### src/inc/lhbp_params.svh
// constants for the display host bus port: sync depth, fifo size, pin idle levels
// assumes inclusion by bare name from the package and design files
`ifndef LHBP_PARAMS_SVH
`define LHBP_PARAMS_SVH
`define LHBP_DATA_W      8
`define LHBP_FIFO_DEPTH  16
`define LHBP_SER_BITS    8
`define LHBP_SYNC_STAGES 3
`define LHBP_RD_INIT     8'h00
// idle levels of the synchronised pins: read, write, dc, init, select_n, select, data
`define LHBP_PIN_IDLE    14'h3600
`endif

### src/inc/lhbp_pkg.sv
// types shared by the display host bus port
// assumes lhbp_params.svh is on the include path
`include "lhbp_params.svh"
package lhbp_pkg;
  typedef enum logic [1:0] {LHBP_IDLE, LHBP_WR_ACT, LHBP_RD_ACT} lhbp_state_e;
  typedef logic [`LHBP_DATA_W-1:0] lhbp_byte_t;
endpackage : lhbp_pkg

### src/design/lhbp_fifo.sv
// fifo holding received bytes plus their data/command flag
// assumes one clock, synchronous active-high reset
`timescale 1ns/1ns
`default_nettype none
module lhbp_fifo
#(
  parameter int WIDTH = 9,
  parameter int DEPTH = 16
)
(
  // clock and reset
  input  wire logic             clk,
  input  wire logic             rst,
  // fill side
  input  wire logic             in_valid,
  output logic                  in_ready,
  input  wire logic [WIDTH-1:0] in_data,
  // drain side
  output logic                  out_valid,
  input  wire logic             out_ready,
  output logic [WIDTH-1:0]      out_data
);
  localparam int AW = $clog2(DEPTH);
  logic [WIDTH-1:0] mem_ff [DEPTH];
  logic [AW-1:0]    wr_ptr_ff;
  logic [AW-1:0]    rd_ptr_ff;
  logic [AW:0]      count_ff;
  logic             push;
  logic             pop;
  // handshakes; read data comes out of a register
  assign in_ready = (count_ff != (AW+1)'(DEPTH));
  assign push     = in_valid && in_ready;
  assign pop      = out_valid && out_ready;
  // storage write
  always_ff @(posedge clk)
  begin
    if (push)
      mem_ff[wr_ptr_ff] <= in_data;
  end
  // pointers and occupancy
  always_ff @(posedge clk)
  begin
    if (rst)
    begin
      wr_ptr_ff <= '0;
      rd_ptr_ff <= '0;
      count_ff  <= '0;
    end
    else
    begin
      if (push)
        wr_ptr_ff <= (wr_ptr_ff == AW'(DEPTH-1)) ? '0 : wr_ptr_ff + 1'b1;
      if (pop)
        rd_ptr_ff <= (rd_ptr_ff == AW'(DEPTH-1)) ? '0 : rd_ptr_ff + 1'b1;
      count_ff <= count_ff + (AW+1)'(push) - (AW+1)'(pop);
    end
  end
  // registered head word; reloads after every pop or first push
  always_ff @(posedge clk)
  begin
    if (rst)
    begin
      out_valid <= 1'b0;
      out_data  <= '0;
    end
    else if (!out_valid || pop)
    begin
      out_valid <= (count_ff > (AW+1)'(pop ? 1 : 0)) || 1'b0;
      out_data  <= mem_ff[pop ? ((rd_ptr_ff == AW'(DEPTH-1)) ? '0 : rd_ptr_ff + 1'b1) : rd_ptr_ff];
    end
  end
endmodule : lhbp_fifo
`default_nettype wire

### src/design/lhbp_port.sv
// host bus port of a graphic display controller: 8080/6800 parallel and serial
// assumes host pins are asynchronous to SYS_CLK and get resynchronised here
`timescale 1ns/1ns
`default_nettype none
`include "lhbp_params.svh"
module lhbp_port
  import lhbp_pkg::*;
#(
  parameter int FIFO_DEPTH = `LHBP_FIFO_DEPTH
)
(
  // clock and reset
  input  wire logic       SYS_CLK,
  input  wire logic       RESET,
  // bus style straps
  input  wire logic       MODE_6800,
  input  wire logic       MODE_SERIAL,
  // host pins
  input  wire logic       READ_STROBE_OR_ENABLE,
  input  wire logic       WRITE_STROBE_OR_DIRECTION,
  input  wire logic       DATA_COMMAND_SELECT,
  input  wire logic       INIT_LOW_INPUT_N,
  input  wire logic       SELECT_LOW_INPUT_N,
  input  wire logic       SELECT_HIGH_INPUT,
  input  wire logic [7:0] DATA_IN,
  output logic      [7:0] DATA_OUT,
  output logic            DATA_OE,
  // received stream to the core
  output logic            RX_VALID,
  input  wire logic       RX_READY,
  output logic      [7:0] RX_DATA,
  output logic            RX_IS_DISPLAY,
  // read data from the core; read end, overrun and init status to it
  input  wire logic [7:0] READ_DATA,
  output logic            READ_TAKEN,
  output logic            RX_OVERRUN,
  output logic            INIT_ACTIVE
);
  // ------------------------------------------------------------
  // pin synchronisers
  // ------------------------------------------------------------
  localparam int NS = 14;
  logic [NS-1:0] pin_raw;
  logic [NS-1:0] s1_ff;
  logic [NS-1:0] s2_ff;
  logic [NS-1:0] s3_ff;
  logic [NS-1:0] pin_ff;
  assign pin_raw = {READ_STROBE_OR_ENABLE, WRITE_STROBE_OR_DIRECTION, DATA_COMMAND_SELECT,
                    INIT_LOW_INPUT_N, SELECT_LOW_INPUT_N, SELECT_HIGH_INPUT, DATA_IN};
  // three stages; a change counts once stages two and three agree
  always_ff @(posedge SYS_CLK)
  begin
    if (RESET)
    begin
      // idle levels, so leaving reset shows no false strobe and no false init
      s1_ff  <= `LHBP_PIN_IDLE;
      s2_ff  <= `LHBP_PIN_IDLE;
      s3_ff  <= `LHBP_PIN_IDLE;
      pin_ff <= `LHBP_PIN_IDLE;
    end
    else
    begin
      s1_ff <= pin_raw;
      s2_ff <= s1_ff;
      s3_ff <= s2_ff;
      for (int i = 0; i < NS; i++)
        if (s2_ff[i] == s3_ff[i])
          pin_ff[i] <= s3_ff[i];
    end
  end
  logic       rd_e;
  logic       wr_rw;
  logic       dc_sel;
  logic       init_n;
  logic       cs_ok;
  logic [7:0] din;
  assign rd_e   = pin_ff[13];
  assign wr_rw  = pin_ff[12];
  assign dc_sel = pin_ff[11];
  assign init_n = pin_ff[10];
  assign cs_ok  = !pin_ff[9] && pin_ff[8];
  assign din    = pin_ff[7:0];
  logic rd_e_q_ff;
  logic wr_q_ff;
  logic sclk_q_ff;
  logic init_hold;
  assign init_hold = RESET || !init_n; // level acts every cycle it is low
  // previous samples for edge detection, taken after the filter; they track the pins
  // during init as well, so an idle enable low in 6800 style gives no false edge
  always_ff @(posedge SYS_CLK)
  begin
    if (RESET)
    begin
      rd_e_q_ff <= 1'b1;
      wr_q_ff   <= 1'b1;
      sclk_q_ff <= 1'b0;
    end
    else
    begin
      rd_e_q_ff <= rd_e;
      wr_q_ff   <= wr_rw;
      sclk_q_ff <= din[6];
    end
  end
  // ------------------------------------------------------------
  // transfer decode
  // ------------------------------------------------------------
  logic wr8080_evt;
  logic wr6800_evt;
  logic ser_evt;
  logic rd_window;
  logic rd_end;
  assign wr8080_evt = !MODE_SERIAL && !MODE_6800 && cs_ok && wr_rw && !wr_q_ff;
  assign wr6800_evt = !MODE_SERIAL && MODE_6800 && cs_ok && !rd_e && rd_e_q_ff && !wr_rw;
  assign ser_evt    = MODE_SERIAL && cs_ok && din[6] && !sclk_q_ff;
  assign rd_window  = !MODE_SERIAL && cs_ok &&
                      (MODE_6800 ? (rd_e && wr_rw) : !rd_e);
  assign rd_end     = !MODE_SERIAL && (MODE_6800 ? (!rd_e && rd_e_q_ff && wr_rw) : (rd_e && !rd_e_q_ff));
  // ------------------------------------------------------------
  // serial shifter
  // ------------------------------------------------------------
  logic [7:0] sh_ff;
  logic [2:0] bit_cnt_ff;
  logic       ser_done;
  assign ser_done = ser_evt && bit_cnt_ff == 3'h7;
  // msb first; deselect aborts a partial byte
  always_ff @(posedge SYS_CLK)
  begin
    if (init_hold || !cs_ok || !MODE_SERIAL)
    begin
      sh_ff      <= 8'h00;
      bit_cnt_ff <= 3'h0;
    end
    else if (ser_evt)
    begin
      sh_ff      <= {sh_ff[6:0], din[7]};
      bit_cnt_ff <= bit_cnt_ff + 3'h1;
    end
  end
  // ------------------------------------------------------------
  // receive fifo
  // ------------------------------------------------------------
  logic       push;
  logic [8:0] push_word;
  logic       fifo_ready;
  logic       f_valid;
  logic [8:0] f_data;
  assign push      = wr8080_evt || wr6800_evt || ser_done;
  // flag travels with the byte so the core routes it
  assign push_word = ser_done ? {dc_sel, sh_ff[6:0], din[7]} : {dc_sel, din};
  lhbp_fifo #(.WIDTH(9), .DEPTH(FIFO_DEPTH)) u_fifo
  (
    .clk       (SYS_CLK),
    .rst       (init_hold),
    .in_valid  (push),
    .in_ready  (fifo_ready),
    .in_data   (push_word),
    .out_valid (f_valid),
    .out_ready (RX_READY && !RX_VALID || RX_READY),
    .out_data  (f_data)
  );
  // output registers toward the core; host cannot be stalled, so a full fifo flags overrun
  always_ff @(posedge SYS_CLK)
  begin
    if (init_hold)
    begin
      RX_VALID      <= 1'b0;
      RX_DATA       <= 8'h00;
      RX_IS_DISPLAY <= 1'b0;
      RX_OVERRUN    <= 1'b0;
      INIT_ACTIVE   <= 1'b1;
    end
    else
    begin
      RX_VALID      <= f_valid && RX_READY;
      RX_DATA       <= f_data[7:0];
      RX_IS_DISPLAY <= f_data[8];
      RX_OVERRUN    <= RX_OVERRUN || (push && !fifo_ready);
      INIT_ACTIVE   <= 1'b0;
    end
  end
  // ------------------------------------------------------------
  // read path
  // ------------------------------------------------------------
  lhbp_state_e state_ff;
  // bus driven only inside a qualified read window
  always_ff @(posedge SYS_CLK)
  begin
    if (init_hold)
    begin
      state_ff   <= LHBP_IDLE;
      DATA_OE    <= 1'b0;
      DATA_OUT   <= `LHBP_RD_INIT;
      READ_TAKEN <= 1'b0;
    end
    else
    begin
      READ_TAKEN <= rd_end && state_ff == LHBP_RD_ACT;
      unique case (state_ff)
        LHBP_IDLE, LHBP_WR_ACT:
        begin
          DATA_OE <= rd_window;
          DATA_OUT <= READ_DATA;
          state_ff <= rd_window ? LHBP_RD_ACT : LHBP_IDLE;
        end
        LHBP_RD_ACT:
        begin
          DATA_OE <= rd_window;
          if (!rd_window)
            state_ff <= LHBP_IDLE;
        end
      endcase
    end
  end
endmodule : lhbp_port
`default_nettype wire

### config.mk
export PLATFORM = sky130hd
export DESIGN_NAME = lhbp_port
export DESIGN_NICKNAME = d
export VERILOG_FILES = /design/src/inc/lhbp_pkg.sv /design/src/design/lhbp_fifo.sv /design/src/design/lhbp_port.sv
export VERILOG_INCLUDE_DIRS = /design/src /design/src/inc
export SDC_FILE = /design/constraint.sdc
export NUM_CORES = 1
export LEC_CHECK = 0
export ABC_AREA = 1
export BUFFER_PORTS_ARGS = -buffer_cell sky130_fd_sc_hd__buf_2
export CORE_MARGIN = 10
export CORE_UTILIZATION = 61
export DETAILED_ROUTE_END_ITERATION = 7
export GPL_ROUTABILITY_DRIVEN = 0
export PLACE_DENSITY = 0.84
export SLEW_MARGIN = 25
export SYNTH_ARGS = -nofsm -noshare
export SYNTH_HDL_FRONTEND = slang
export SYNTH_SLANG_ARGS = --single-unit
### constraint.sdc
create_clock -name SYS_CLK -period 2.5 [get_ports SYS_CLK]
set_input_delay 0.375 -clock SYS_CLK [delete_from_list [all_inputs] [get_ports SYS_CLK]]
set_output_delay 0.375 -clock SYS_CLK [all_outputs]
set_load 0.02 [all_outputs]
==> summary.md <==
| Metric | Value |
|---|---|
| ANT cells | 0 |
| Combinational fraction of design power | 18.1% |
| Endpoints failing hold | 0 |
| Commonest non-fill, non-tap cell in the layout | nand2_1 |
| Dominant register cell in the synthesized netlist | edfxtp_1 |
| Total number of vias | 7554 |
| Cells after Synth | 1084 |
| Port Buffer Count | 48 |
| Initial antenna violation count | 0 |
| Total clock sinks | 259 |
| Clock transition at the registers of the reported paths | 60 ps |
| First-pass GRT wire length | 36800 µm |
| Syn-to-layout area delta | 14.6% |
| Core Area | 16600 µm² |
| Drt initial violations | 880 |
| # H-tree levels | 1 |
| Final worst-path cycle share | 91.1% |
| Final ANT Viol Nets | 0 |
| Total wire length | 23100 µm |
| Worst EP arrival | 2700 ps |
| Post-route cell area | 11900 µm² |
| Commonest non-fill, non-tap cells in the layout | nand2_1 (202), nand3_1 (179), inv_1 (164) |
| Area after DPL | 11000 µm² |
| HP Class | in -> reg |
| DR WL/cell | 16.6 µm |
| CTS max path bufs | 3 |
| Yosys top cell by area | edfxtp_1 |
| Worst slew margin | 46.1% |
| Synth top area share | 41.5% |
| MaxCap Viol Count | 0 |
| Clock root cell | clkbuf_16 |
| Pwr dens | 891 nW/µm² |
| Crit path kind | reg -> reg |
| Top cells by area, synth | edfxtp_1 (42%), dfxtp_1 (22%), nand3_1 (8.6%) |
| DRC viols | 0 |
| Overflow after GRT | 0 |
| Post-layout min period | 2280 ps |
| Switch share | 28.2% |
| CTS tree | done |
| Starting density of the core | 62.6% |
| CP Max Fanout | 6 |
| Layout cells sized above 1 | 13.9% |
| Total CTS buffers | 26 |
| Total negative slack | 0 ps |
| P_leak | 0.00525 µW |
| Sequential-to-total area share from yosys stat | 63.7% |
| Max Freq | 439 MHz |
| Post-synth EDFFs | 144 |
| Largest net degree at the start of global routing | 74 |
| Worst vdd ir | 0.870 mV |
| Syn_nets | 1129 |
| DP HPWL | 14300 µm |
| Clock Latency Late Sink | 530 ps |
| Mean Syn Cell Area | 9.60 µm² |
| Final worst clock skew | 14.6 ps |
| Post-Place Setup Slack | 49.3 ps |
| WP data required | 2920 ps |
| RSZ-0062 raised after global routing | no |
| Die X | 151 µm |
| Crit. End Element | register |
| Vias in the first global route | 7433 |
| Drt via density | 5.43 |
| Nets | 1196 |
| Final setup violation count | 0 |
| Final Max Slew Viols | 0 |
| Flop pwr share | 44.1% |
| Post-synthesis async set-or-reset flop share | 0% |
| Post-Syn Area | 10400 µm² |
| Setup ws final | 223 ps |
| Crit start category | register |
| Synth warnings | 0 |
| Slew at the pin closest to its max-slew limit | 807 ps |
| Clock group share of total power | 37.8% |
| Total die area | 22700 µm² |
| Rows | 47 |
| Yosys cell types | 37 |
| Die Ht | 151 µm |
| # IOs | 49 |
| Internal power | 7630 µW |
| Net switching power | 3000 µW |
| Synth Register Bits | 259 |
| Gr usage total | 20.2% |
| Pre-antenna DRT Iters | 6 |
| Outcome | finished, final reports clean |
-- power groups by stage --
stage                     Clock [µW]  Combinational (µW)  Sequential (µW)
after floorplan                    0                1290             4810
after global placement             0                1800             4770
after detailed placement           0                1840             4780
after CTS                       4050                1890             4690
after global routing            4230                2130             4710
final                           4020                1920             4690
-- layer usage --
| layer | wire (µm) | global-route usage (%) |
|---|---|---|
| met1 | 8640 | 24.5 |
| met2 | 11500 | 34.1 |
| met3 | 2140 | 3.66 |
| met4 | 846 | 9.48 |
| met5 | 0 | 0 |
-- Yosys cell counts (2+ instances only) --
library cell / count
nor2_1: 91
ha_1: 17
or2_2: 12
nand2_2: 5
buf_2: 23
o21ai_0: 38
nor3_1: 4
nand2_1: 204
edfxtp_1: 144
a21oi_1: 40
inv_2: 2
nand3_1: 179
clkbuf_1: 12
buf_4: 7
inv_1: 164
buf_6: 2
dfxtp_1: 115
a211oi_1: 3
buf_1: 3
o21ai_1: 2
-- worst max-delay path: stages, from the launching register on --
cell and delay [ps]:
dfxtp_1 330, inv_1 60, or2_4 250, nor2_4 100, nand2_2 70, nand2_2 90, nand2_2 100, inv_4 110
ha_1 170, inv_1 60, fa_2 350, o21bai_1 170, a21oi_1 110, o21ai_1 140, a21oi_1 50
-- sequential cells by signal, indices dropped and copies added, names as in the netlist, 3 cells and up --
name              count
DATA_OUT              8
u_fifo.count_ff       5
s2_ff                14
s1_ff                14
sh_ff                 7
u_fifo.mem_ff       144
u_fifo.rd_ptr_ff      4
bit_cnt_ff            3
u_fifo.out_data       9
u_fifo.wr_ptr_ff      4
RX_DATA               8
pin_ff               14
s3_ff                14
-- logic make-up after synthesis --
| logic type | share of synthesized area, % |
|---|---|
| AOI/OAI and AO/OA | 4.53 |
| and+or+nand+nor | 20.9 |
| xor gates and xnor gates | 0.0841 |
| DFF | 63.7 |
| muxes | 0.108 |
| buffers and inverters | 8.44 |
| adders and majority gates | 2.24 |
-- what timing repair did --
action / 4_1_cts / 5_1_grt
setup buffers: 0 / 2
gates resized for setup: 0 / 4
endpoints found under the setup margin: 0 / 1
hold buffers: 0 / 0
-- layout make-up --
class | instances | area [µm²]
inverters | 168 | 633
clock buffers | 35 | 788
fillers | 1088 | 4710
repair buffers | 86 | 563
multi-input cells | 610 | 2920
flip-flops and latches | 259 | 6630
well taps | 220 | 275
clock inverters | 12 | 126
-- metrics by stage --
step | hold slack (ps) | instances | total power [µW] | util [%]
floorplan | 388 | 1084 | 6100 | -
global placement | 390 | 1341 | 6570 | 66.1
detailed placement | 396 | 1341 | 6620 | 66.1
CTS | 7.82 | 1388 | 10600 | 71.6
global route | 9.43 | 1390 | 11100 | 71.7
finish | 24.8 | 1390 | 10600 | 71.7
-- final timing paths --
path                      startpoint  slack (ps)  cells after the start            endpoint
hold reg to reg             s1_ff[6]         400                      2            s2_ff[6]
hold / removal    SELECT_LOW_INPUT_N          20                      2            s1_ff[9]
setup reg to reg           pin_ff[6]         220                     14  u_fifo.count_ff[4]
setup / recovery           pin_ff[6]         220                     14  u_fifo.count_ff[4]
(Power assumes the default switching activity.)
